`src/design/mfp_regs.vh`:
```
// register map and field constants for the motor feedback/parameter bank
// included by mfp_param_bank only; definitions only
`ifndef MFP_REGS_VH
`define MFP_REGS_VH
`define MFP_ADDR_RATE_HI 8'h11
`define MFP_ADDR_RATE_LO 8'h12
`define MFP_ADDR_CYC_HI 8'h13
`define MFP_ADDR_CYC_LO 8'h14
`define MFP_ADDR_BEMF_HI 8'h15
`define MFP_ADDR_BEMF_LO 8'h16
`define MFP_ADDR_ANGLE 8'h19
`define MFP_ADDR_RAIL 8'h1a
`define MFP_ADDR_REQ 8'h1b
`define MFP_ADDR_SREQ 8'h1c
`define MFP_ADDR_FAULT 8'h1e
`define MFP_ADDR_CFG1 8'h20
`define MFP_ADDR_CFG2 8'h21
`define MFP_ADDR_CFG3 8'h22
`define MFP_MODE_BIT 7
`define MFP_FAULT_MASK 8'h3f
`define MFP_CFG1_RST 8'h4a
`define MFP_CFG2_RST 8'h4e
`define MFP_CFG3_RST 8'h2a
`define MFP_CLK_KHZ 20000
`define MFP_PWM_SLOW_KHZ 25
`define MFP_PWM_FAST_KHZ 50
`define MFP_PWM_SLOW_DIV (`MFP_CLK_KHZ / `MFP_PWM_SLOW_KHZ)
`define MFP_PWM_FAST_DIV (`MFP_CLK_KHZ / `MFP_PWM_FAST_KHZ)
`define MFP_ADV_STEP_NS 2500
`define MFP_CLK_NS 50
`define MFP_ADV_STEP_CYC (`MFP_ADV_STEP_NS / `MFP_CLK_NS)
`endif

```
`src/design/mfp_code_decode.v`:
```
// decodes a 7-bit shifted significand code: value = code[3:0] << code[6:4]
// pure combinational; used for the three parameter fields
`timescale 1ns/1ps
module mfp_code_decode (
  // code in
  input wire [6:0] code,
  // decoded value out
  output wire [10:0] value
);
  assign value = {7'h00, code[3:0]} << code[6:4];
endmodule

```
`src/design/mfp_param_bank.v`:
```
// feedback and motor-parameter register bank, byte-wide register port
// assumes every input, control bits too, comes from logic on clk;
// the nvm image is steady while a reload is requested
// Summary of operation
// - speed readout is a 16-bit count, hertz equals count over ten.
// - period readout is 16 bits in 10 us units, high byte first.
// - bemf constant readout is twice digital constant, high byte first.
// - startup angle byte is sensed position plus advance angle.
// - rail level byte: volts equal code times 30 over 256.
// - active rate request byte, all ones means full scale.
// - smoothed request readout shows bits eight down to one.
// - fault byte bits 5..0 flag stalls, no motor, faults; 7:6 zero.
// - pwm rate select: clear 25 kHz, set 50 kHz.
// - resistance code: significand 3:0 shifted by 6:4.
// - loop correction span: clear full cycle, set half cycle.
// - velocity constant code: significand 3:0 shifted by 6:4.
// - advance select: clear fixed time, set speed/supply dependent.
// - advance time is 2.5 us times decoded advance field.
// - config writes take effect only with write enable set.
// - nvm reload copies nonvolatile image into config registers.
`timescale 1ns/1ps
`include "mfp_regs.vh"
module mfp_param_bank (
  // clock and reset
  input wire clk,
  input wire rst_b,
  // register port
  input wire [7:0] reg_addr,
  input wire reg_wr,
  input wire reg_rd,
  input wire [7:0] reg_wdata,
  output reg [7:0] reg_rdata_q,
  // control bits
  input wire cfg_write_enable,
  input wire nvm_reload,
  // nonvolatile image
  input wire [7:0] nvm_cfg1,
  input wire [7:0] nvm_cfg2,
  input wire [7:0] nvm_cfg3,
  // measurements from motor control
  input wire [15:0] rotor_rate_readout,
  input wire [15:0] electrical_cycle_time,
  input wire [15:0] measured_bemf_constant,
  input wire [7:0] startup_rotor_angle,
  input wire [7:0] input_rail_level,
  input wire [7:0] rate_request_value,
  input wire [8:0] smoothed_rate_request_value,
  input wire stall_in_closed_loop,
  input wire stall_in_open_loop,
  input wire no_motor_flag,
  input wire bemf_constant_fault,
  input wire rate_fault,
  input wire current_limit_stall,
  // decoded configuration
  output reg pwm_rate_select_q,
  output reg [15:0] pwm_period_cyc_q,
  output reg [10:0] phase_resistance_q,
  output reg loop_correction_span_q,
  output reg [10:0] velocity_constant_q,
  output reg advance_timing_select_q,
  output reg [16:0] advance_interval_cyc_q
);
  reg [7:0] cfg1_q;
  reg [7:0] cfg2_q;
  reg [7:0] cfg3_q;
  reg [7:0] rate_lo_q;
  reg [7:0] cyc_lo_q;
  reg [7:0] bemf_lo_q;
  reg [7:0] rdata_d;
  reg [5:0] faults_q;
  wire [10:0] res_dec;
  wire [10:0] kt_dec;
  wire [10:0] adv_dec;
  wire [5:0] faults_in;

  // write strobes and read arms
  wire cfg_wr_ok;
  wire wr_cfg1;
  wire wr_cfg2;
  wire wr_cfg3;
  wire rd_rate_hi;
  wire rd_cyc_hi;
  wire rd_bemf_hi;

  // next values of the decoded outputs
  wire pwm_fast;
  wire [15:0] pwm_period_d;
  wire [16:0] adv_cyc_d;

  // cycle counts at the 20 MHz clock, sized to their targets
  localparam [15:0] PWM_FAST_DIV = `MFP_PWM_FAST_DIV;
  localparam [15:0] PWM_SLOW_DIV = `MFP_PWM_SLOW_DIV;
  localparam [16:0] ADV_STEP_CYC = `MFP_ADV_STEP_CYC;

  assign faults_in = {stall_in_closed_loop, stall_in_open_loop,
    no_motor_flag, bemf_constant_fault, rate_fault, current_limit_stall};

  // a reload in the same cycle wins over a host write
  assign cfg_wr_ok = reg_wr && cfg_write_enable && !nvm_reload;
  assign wr_cfg1 = cfg_wr_ok && (reg_addr == `MFP_ADDR_CFG1);
  assign wr_cfg2 = cfg_wr_ok && (reg_addr == `MFP_ADDR_CFG2);
  assign wr_cfg3 = cfg_wr_ok && (reg_addr == `MFP_ADDR_CFG3);

  // high-byte reads arm the low-byte snapshots
  assign rd_rate_hi = reg_rd && (reg_addr == `MFP_ADDR_RATE_HI);
  assign rd_cyc_hi = reg_rd && (reg_addr == `MFP_ADDR_CYC_HI);
  assign rd_bemf_hi = reg_rd && (reg_addr == `MFP_ADDR_BEMF_HI);

  // divider of the selected pwm rate
  assign pwm_fast = cfg1_q[`MFP_MODE_BIT];
  assign pwm_period_d = pwm_fast ? PWM_FAST_DIV : PWM_SLOW_DIV;

  // decoded field times the 2.5 us step; fits 17 bits
  assign adv_cyc_d = {6'h00, adv_dec} * ADV_STEP_CYC;

  mfp_code_decode u_res (
    .code(cfg1_q[6:0]),
    .value(res_dec)
  );
  mfp_code_decode u_kt (
    .code(cfg2_q[6:0]),
    .value(kt_dec)
  );
  mfp_code_decode u_adv (
    .code(cfg3_q[6:0]),
    .value(adv_dec)
  );

  // configuration registers, one per parameter byte
  // each loads the nvm image on reload, else a gated host write
  // nvm image reload
  always @(posedge clk or negedge rst_b) begin
    if (!rst_b) begin
      cfg1_q <= `MFP_CFG1_RST;
    end else if (nvm_reload) begin
      cfg1_q <= nvm_cfg1;
    end else if (wr_cfg1) begin
      cfg1_q <= reg_wdata;
    end
  end

  always @(posedge clk or negedge rst_b) begin
    if (!rst_b) begin
      cfg2_q <= `MFP_CFG2_RST;
    end else if (nvm_reload) begin
      cfg2_q <= nvm_cfg2;
    end else if (wr_cfg2) begin
      cfg2_q <= reg_wdata;
    end
  end

  always @(posedge clk or negedge rst_b) begin
    if (!rst_b) begin
      cfg3_q <= `MFP_CFG3_RST;
    end else if (nvm_reload) begin
      cfg3_q <= nvm_cfg3;
    end else if (wr_cfg3) begin
      cfg3_q <= reg_wdata;
    end
  end

  always @(posedge clk or negedge rst_b) begin
    if (!rst_b) begin
      faults_q <= 6'h00;
    end else begin
      faults_q <= faults_in;
    end
  end

  // low-byte snapshots taken when the high byte is read
  // speed low byte snapshot
  always @(posedge clk or negedge rst_b) begin
    if (!rst_b) begin
      rate_lo_q <= 8'h00;
    end else if (rd_rate_hi) begin
      rate_lo_q <= rotor_rate_readout[7:0];
    end
  end

  always @(posedge clk or negedge rst_b) begin
    if (!rst_b) begin
      cyc_lo_q <= 8'h00;
    end else if (rd_cyc_hi) begin
      cyc_lo_q <= electrical_cycle_time[7:0];
    end
  end

  always @(posedge clk or negedge rst_b) begin
    if (!rst_b) begin
      bemf_lo_q <= 8'h00;
    end else if (rd_bemf_hi) begin
      bemf_lo_q <= measured_bemf_constant[7:0];
    end
  end

  // read mux
  always @* begin
    case (reg_addr)
      `MFP_ADDR_RATE_HI: rdata_d = rotor_rate_readout[15:8];
      `MFP_ADDR_RATE_LO: rdata_d = rate_lo_q;
      `MFP_ADDR_CYC_HI: rdata_d = electrical_cycle_time[15:8];
      `MFP_ADDR_CYC_LO: rdata_d = cyc_lo_q;
      `MFP_ADDR_BEMF_HI: rdata_d = measured_bemf_constant[15:8];
      `MFP_ADDR_BEMF_LO: rdata_d = bemf_lo_q;
      `MFP_ADDR_ANGLE: rdata_d = startup_rotor_angle;
      `MFP_ADDR_RAIL: rdata_d = input_rail_level;
      `MFP_ADDR_REQ: rdata_d = rate_request_value;
      `MFP_ADDR_SREQ: rdata_d = smoothed_rate_request_value[8:1];
      `MFP_ADDR_FAULT: rdata_d = {2'h0, faults_q} & `MFP_FAULT_MASK;
      `MFP_ADDR_CFG1: rdata_d = cfg1_q;
      `MFP_ADDR_CFG2: rdata_d = cfg2_q;
      `MFP_ADDR_CFG3: rdata_d = cfg3_q;
      default: rdata_d = 8'h00;
    endcase
  end

  // read data holds until the next read strobe
  always @(posedge clk or negedge rst_b) begin
    if (!rst_b) begin
      reg_rdata_q <= 8'h00;
    end else if (reg_rd) begin
      reg_rdata_q <= rdata_d;
    end
  end

  // decoded configuration outputs, each straight from a flop
  // pwm frequency select
  always @(posedge clk or negedge rst_b) begin
    if (!rst_b) begin
      pwm_rate_select_q <= 1'b0;
      pwm_period_cyc_q <= 16'h0000;
    end else begin
      pwm_rate_select_q <= pwm_fast;
      pwm_period_cyc_q <= pwm_period_d;
    end
  end

  always @(posedge clk or negedge rst_b) begin
    if (!rst_b) begin
      phase_resistance_q <= 11'h000;
    end else begin
      phase_resistance_q <= res_dec;
    end
  end

  always @(posedge clk or negedge rst_b) begin
    if (!rst_b) begin
      loop_correction_span_q <= 1'b0;
    end else begin
      loop_correction_span_q <= cfg2_q[`MFP_MODE_BIT];
    end
  end

  always @(posedge clk or negedge rst_b) begin
    if (!rst_b) begin
      velocity_constant_q <= 11'h000;
    end else begin
      velocity_constant_q <= kt_dec;
    end
  end

  always @(posedge clk or negedge rst_b) begin
    if (!rst_b) begin
      advance_timing_select_q <= 1'b0;
    end else begin
      advance_timing_select_q <= cfg3_q[`MFP_MODE_BIT];
    end
  end

  // advance in cycles
  // largest code gives 96000 cycles, inside 17 bits
  always @(posedge clk or negedge rst_b) begin
    if (!rst_b) begin
      advance_interval_cyc_q <= 17'h00000;
    end else begin
      advance_interval_cyc_q <= adv_cyc_d;
    end
  end
endmodule

```
`config.mk`:
```
export PLATFORM = sky130hd
export DESIGN_NAME = mfp_param_bank
export DESIGN_NICKNAME = d
export VERILOG_FILES = /design/src/design/mfp_code_decode.v /design/src/design/mfp_param_bank.v
export VERILOG_INCLUDE_DIRS = /design/src /design/src/design
export SDC_FILE = /design/constraint.sdc
export NUM_CORES = 1
export LEC_CHECK = 0
export BUFFER_PORTS_ARGS = -buffer_cell sky130_fd_sc_hd__buf_2
export CAP_MARGIN = 5
export CORE_ASPECT_RATIO = 0.9
export CORE_MARGIN = 2
export CORE_UTILIZATION = 52
export DETAILED_ROUTE_END_ITERATION = 8
export PLACE_DENSITY = 0.8
export RECOVER_POWER = 50
export SLEW_MARGIN = 20
export SYNTH_ARGS = -nofsm -noshare
export SYNTH_HDL_FRONTEND = slang
export SYNTH_HIERARCHICAL = 1
export SYNTH_SLANG_ARGS = --single-unit
```
`constraint.sdc`:
```
create_clock -name clk -period 5 [get_ports clk]
set_clock_uncertainty 0.2 [all_clocks]
set_input_delay 0.25 -clock clk [delete_from_list [all_inputs] [get_ports clk]]
set_output_delay 0.25 -clock clk [all_outputs]
set_load 0.01 [all_outputs]
```
; Yosys cells after proc, flatten, opt, wreduce, memory -nomap -nowiden
; Cells that the tools add are included.
[word_totals]
inputBits = 133
regBits = 113
[classes]
eq_ne = 14
n_shift = 3
n_mul = 1
n_reduce_logical = 12
n_mux = 8
[ops]
columns = cell, count
row1 = 8-bit case mux with 14 select lines, 1
row2 = "8-bit by 5-bit == test with 1-bit output, second input constant", 11
row3 = 8-bit 2-to-1 mux, 6
row4 = 4-bit by 3-bit left shift with 11-bit output, 3
row5 = "8-bit by 6-bit == test with 1-bit output, second input constant", 3
row6 = "11-bit by 5-bit multiplier with 16-bit output, second input constant", 1
row7 = 10-bit 2-to-1 mux, 1
row8 = 1-bit logical AND, 8
row9 = 2-bit nonzero test, 3
row10 = 1-bit logical NOT, 1

; Logic depth before layout (Yosys ltp)
[logic_depth]
word_depth = 5
depth_mapped = 15

; Cells and area by module
; Netlist, hierarchy kept.
[by_module_without_submodules]
columns = mod, area_each_um2, cells_per_inst, instances, seq_area_each_um2
row1 = mfp_param_bank, 5885.6, 539, 1, 2640.0
row2 = mfp_code_decode, 229.0, 30, 3, 0.0

; Worst setup path before layout
; OpenSTA, ideal clock, no wires.
[synth_timing]
path_kind = register to register
startpoint = register cfg3_q[5]
endpoint = register advance_interval_cyc_q[16]
stages_incl_launch_ff = 15
setup_time_ns = 0.130
t_required_ns = 4.670
slack_ns = 1.313
n_path_buf = 1
arrival_ns = 3.358
cell_sequence = dfstp_2 buf_6 mux2i_2 o22ai_1 ha_1 ha_1 inv_1 fa_1 inv_1 ha_1 nand3_1 o2111ai_1 a21oi_1 o31ai_1 xnor2_1
[synth_between]
elab_chain_len = 2
[synth_rtl]
columns = item, line_no
row1 = from (decl), mfp_param_bank.v:65  ; reg [7:0] cfg3_q;
row2 = from (signal assigned), mfp_param_bank.v:154  ; cfg3_q <= `MFP_CFG3_RST;
row3 = from (signal assigned), mfp_param_bank.v:156  ; cfg3_q <= nvm_cfg3;
row4 = from (signal assigned), mfp_param_bank.v:158  ; cfg3_q <= reg_wdata;
row5 = 4-bit by 3-bit left shift with 11-bit output, mfp_code_decode.v:10  ; assign value = {7'h00, code[3:0]} << code[6:4];
row6 = named net adv_dec[3], mfp_param_bank.v:73  ; wire [10:0] adv_dec;
row7 = 11-bit by 5-bit multiplier with 16-bit output, mfp_param_bank.v:114  ; assign adv_cyc_d = {6'h00, adv_dec} * ADV_STEP_CYC;
row8 = named net adv_cyc_d[16], mfp_param_bank.v:88  ; wire [16:0] adv_cyc_d;
row9 = to (signal assigned), mfp_param_bank.v:276  ; advance_interval_cyc_q <= adv_cyc_d;
row10 = to (decl), mfp_param_bank.v:61  ; output reg [16:0] advance_interval_cyc_q
; The timed path passes the listed nets, and every way through them passes these cells.
; A chain may end at the register's enable or synchronous reset.

; Worst setup path in the final report
; Ends and elaborated chain as after synthesis.

==> summary.md <==
| Metric | Value |
|---|---|
| Die extent in x | roughly 120 um |
| Final total negative setup slack | 0 ns |
| Synthesis Warnings | 6 |
| Starting Density | between 50% and 60% |
| Root Buffer Master | sky130_fd_sc_hd__clkbuf_16 |
| Kind of capture point of the worst setup path | flip-flop |
| Antenna-violating nets left | 0 |
| Total CTS buffers | 9 |
| Number of vias in the routed layout | 5895 |
| Fillers | about 1000 |
| Share of final-layout standard cells stronger than drive strength 1 | between 20% and 30% |
| Number of antenna violations at the first check in global routing | 0 |
| Total setup violations reported at the end of the flow | 0 |
| Violations in the final reports | capacitance limit, slew limit |
| Combined area of all synthesized cells | ~6600 um^2 |
| Period minus WS final | roughly 4.1 ns |
| TritonCTS clock tree | yes |
| Kind of start point of the critical path | flip-flop |
| Synth async-reset ratio | 100% |
| Max-slew headroom at the worst pin | -70.0% |
| Top cell type by total area after synthesis | sky130_fd_sc_hd__dfrtp_1 |
| Count of cells resized by post-cts repair | 0 |
| Port Buf Inserts | roughly 190 |
| Register bit total from synthesis | about 110 |
| Number of detailed-route iterations in the first pass | 5 |
| Number of pins exceeding their max-slew limit in the final report | 47 |
| Slew at the pin closest to its max-slew limit | between 2 and 3 ns |
| Result of the run | finished with violations |
| Post-Route WL | 18.7 mm |
| RSZ-0062 raised after global routing | no |
| Average cell area after synthesis | between 10 and 15 um^2 |
| Number of DRC markers in iteration 0 | 537 |
| Number of nets at the end of the flow | about 1000 |
| Number of sinks driven by the clock tree | roughly 110 |
| Via density per instance | approximately 6 |
| # H-tree levels | 3 |
| Wire length of the first global-routing pass | slightly below 30 mm |
| Distinct cell type count after synthesis | between 60 and 70 |
| EDFF count, synth | 0 |
| Post-placement worst setup slack | between 0.9 and 1 ns |
| Core Region | 12200 um^2 |
| Signal arrival time at the worst endpoint | between 4 and 5 ns |
| Worst vdd ir | ~0.00019 V |
| Slack of the critical path | 0.897 ns |
| Post-route fraction of the period consumed by the critical path | between 80% and 90% |
| Area share of the largest cell type after synthesis | 36.2% |
| Growth of design area from synthesis to finish | 24.8% |
| Final HPWL DP | 13.5 mm |
| Via count of the first global-routing pass | approximately 6000 |
| Die H | 111 um |
| Reported max-cap violation count | 1 |
| Clock transition at the registers of the reported paths | 0.08 ns |
| Count of pins on the block boundary | slightly below 200 |
| Leading register cell type out of synthesis | sky130_fd_sc_hd__dfrtp_1 |
| Setup Crit Path Kind | reg2reg |
| Post-detailed-route wirelength per cell | 18.5 um |
| Insertion delay to the later sink of the worst-skew pair | between 0.3 and 0.4 ns |
| Total die area | 13600 um^2 |
| Top fanout value on the critical path | 13 |
| Cell count after synthesis | 629 |
| Path category of the worst min-delay check | in2reg |
| Overall global routing resource usage | 27.6% |
| Leading post-synthesis cells by cell area | sky130_fd_sc_hd__dfrtp_1 36%, sky130_fd_sc_hd__ha_1 7.2%, sky130_fd_sc_hd__mux2_2 6.5%, sky130_fd_sc_hd__mux2i_1 6.4%, sky130_fd_sc_hd__dfstp_2 4.0% |
| Maximum number of pins on one net before global-route repair | just over 60 |
| Final GP Congestion | ~0.89 |
| Placement Rows | 38 |
| FMAX | ~240 MHz |
| Total count of hold-check failures in the final report | 0 |
| Buffers from clock root to sink, at most | 2 |
| Power Density | approximately 270 nW/um^2 |
| Critical path required time | ~5.0 ns |
| Total leakage power | between 3 and 4 nW |
| Leftover overflow at the end of global routing | 0 |
| Sequential share of the synthesized area | between 40% and 50% |
| DRC violation count after routing | 0 |
cell usage in the layout (no fill, tap or decap), types with 16 or more instances in the layout:
| master | instances |
|---|---|
| sky130_fd_sc_hd__clkbuf_1 | 55 |
| sky130_fd_sc_hd__nand3_1 | 19 |
| sky130_fd_sc_hd__dlygate4sd3_1 | 56 |
| sky130_fd_sc_hd__nor2_1 | 18 |
| sky130_fd_sc_hd__buf_2 | 130 |
| sky130_fd_sc_hd__o21ai_1 | 16 |
| sky130_fd_sc_hd__ha_1 | 38 |
| sky130_fd_sc_hd__inv_1 | 29 |
| sky130_fd_sc_hd__dfrtp_1 | 95 |
| sky130_fd_sc_hd__mux2i_1 | 46 |
| sky130_fd_sc_hd__mux2_2 | 38 |
| sky130_fd_sc_hd__nand2_1 | 54 |
| sky130_fd_sc_hd__nand2b_1 | 25 |
cell type report:
class	instances	area, um^2	area share (%)
Antenna cell	1	2.50	0.0305
Clock buffer	9	225	2.74
Clock inverter	7	65.1	0.793
Inverter	29	109	1.33
Multi-Input combinational cell	452	3520	42.8
Sequential cell	105	2640	32.2
Tap cell	160	200	2.44
Timing Repair Buffer	245	1450	17.6
power breakdown:
group          internal [W]  switching [W]
combinational      0.000247       0.000301
clock              0.000347       0.000342
sequential         0.000939      0.0000637
total               0.00153       0.000707
critical path: stages (launching register included):
cell and delay, ns:
sky130_fd_sc_hd__dfstp_2 0.68, sky130_fd_sc_hd__mux2i_2 0.38, sky130_fd_sc_hd__o22ai_1 0.20, sky130_fd_sc_hd__ha_1 0.33
sky130_fd_sc_hd__ha_1 0.27, sky130_fd_sc_hd__inv_1 0.04, sky130_fd_sc_hd__fa_1 0.47, sky130_fd_sc_hd__inv_1 0.04
sky130_fd_sc_hd__ha_1 0.36, sky130_fd_sc_hd__nand3_1 0.12, sky130_fd_sc_hd__o2111ai_1 0.29, sky130_fd_sc_hd__a21oi_1 0.12
sky130_fd_sc_hd__o31ai_1 0.34, sky130_fd_sc_hd__xnor2_1 0.13
cells by family (layout without fill, tap and decap cells):
| family | after synthesis | after routing | synth area share [%] |
|---|---|---|---|
| flip-flops | 105 | 105 | 40.2 |
| AND/OR/NAND/NOR | 174 | 174 | 14.6 |
| adder cells (fa/ha/maj) | 44 | 44 | 9.06 |
| other | 2 | 14 | 0.114 |
| multiplexers | 86 | 86 | 14.2 |
| AO/OA/AOI/OAI | 125 | 125 | 13.9 |
| buffers and inverters | 83 | 290 | 6.74 |
| XOR/XNOR | 10 | 10 | 1.33 |
sequential cells by signal (all words and copies together) (netlist names):
name / flops
advance_timing_select_q: 1
advance_interval_cyc_q: 16
reg_rdata_q: 8
cfg2_q: 8
bemf_lo_q: 8
cyc_lo_q: 8
velocity_constant_q: 11
phase_resistance_q: 11
cfg3_q: 8
pwm_period_cyc_q: 3
faults_q: 6
loop_correction_span_q: 1
rate_lo_q: 8
cfg1_q: 8
synth_stat cells (4+ instances only):
| cell type | n |
|---|---|
| sky130_fd_sc_hd__nor3_1 | 11 |
| sky130_fd_sc_hd__nand4b_1 | 4 |
| sky130_fd_sc_hd__xnor2_1 | 9 |
| sky130_fd_sc_hd__buf_6 | 8 |
| sky130_fd_sc_hd__nor4_1 | 6 |
| sky130_fd_sc_hd__a2bb2oi_1 | 5 |
| sky130_fd_sc_hd__dfrtp_1 | 95 |
| sky130_fd_sc_hd__mux2i_1 | 42 |
| sky130_fd_sc_hd__o22ai_1 | 15 |
| sky130_fd_sc_hd__nand2b_1 | 25 |
| sky130_fd_sc_hd__a31oi_1 | 4 |
| sky130_fd_sc_hd__ha_1 | 38 |
| sky130_fd_sc_hd__buf_4 | 18 |
| sky130_fd_sc_hd__nand3_1 | 19 |
| sky130_fd_sc_hd__a22o_1 | 9 |
| sky130_fd_sc_hd__nand2_1 | 54 |
| sky130_fd_sc_hd__nand4_1 | 6 |
| sky130_fd_sc_hd__a21o_1 | 5 |
| sky130_fd_sc_hd__nor2b_1 | 7 |
| sky130_fd_sc_hd__mux2_2 | 38 |
| sky130_fd_sc_hd__mux2i_2 | 6 |
| sky130_fd_sc_hd__o21ai_1 | 16 |
| sky130_fd_sc_hd__a21oi_1 | 9 |
| sky130_fd_sc_hd__nor2_1 | 18 |
| sky130_fd_sc_hd__a32oi_1 | 10 |
| sky130_fd_sc_hd__clkbuf_1 | 23 |
| sky130_fd_sc_hd__inv_1 | 29 |
| sky130_fd_sc_hd__dfstp_2 | 10 |
| sky130_fd_sc_hd__fa_1 | 6 |
| sky130_fd_sc_hd__a221oi_1 | 6 |
| sky130_fd_sc_hd__o21ai_0 | 15 |
final timing paths:
path | from | end | slack [ns] | cells after the start
worst min-delay path | reg_wdata[3] | cfg2_q[3]$_DFFE_PN1P_ | 0.007 | 3
worst max register to register | cfg3_q[5]$_DFFE_PN1P_ | advance_interval_cyc_q[16]$_DFF_PN0_ | 0.90 | 13
max in group asynchronous | rst_b | rate_lo_q[5]$_DFFE_PN0P_ | 1.75 | 3
worst min register to register | cfg2_q[7]$_DFFE_PN0P_ | loop_correction_span_q$_DFF_PN0_ | 0.23 | 0
min in group asynchronous | rst_b | velocity_constant_q[1]$_DFF_PN0_ | 1.03 | 2
worst max-delay path | cfg3_q[5]$_DFFE_PN1P_ | advance_interval_cyc_q[16]$_DFF_PN0_ | 0.90 | 13
per-layer routing:
metal	up-vias	global-route usage, %	share of wire [%]
met5	-	0	0
met4	0	12.0	3.8
met3	70	6.69	7.2
met2	277	46.4	50
met1	2857	33.4	39
li1	2691	-	-
timing repair:
| action | in CTS | in global routing |
|---|---|---|
| hold buffers | 56 | 0 |
| hold endpoints to repair | 93 | 0 |
| buffers inserted | 0 | 0 |
metrics by stage:
| stage | power, W | hold slack [ns] | utilization [%] | std cells | area, um^2 |
|---|---|---|---|---|---|
| floorplan | 0.00135 | -0.246 | - | 640 | 6610 |
| CTS | 0.00227 | 0.000579 | 68.1 | 1007 | 8290 |
| detailed placement | 0.00154 | 0.0956 | 61.1 | 935 | 7440 |
| global route | 0.00236 | 0.0208 | 67.4 | 1007 | 8200 |
| global placement | 0.00152 | 0.0928 | 61.1 | 935 | 7440 |
| finish | 0.00224 | 0.00725 | 67.4 | 1008 | 8210 |
Note: power is estimated with default switching activity, not from simulation.
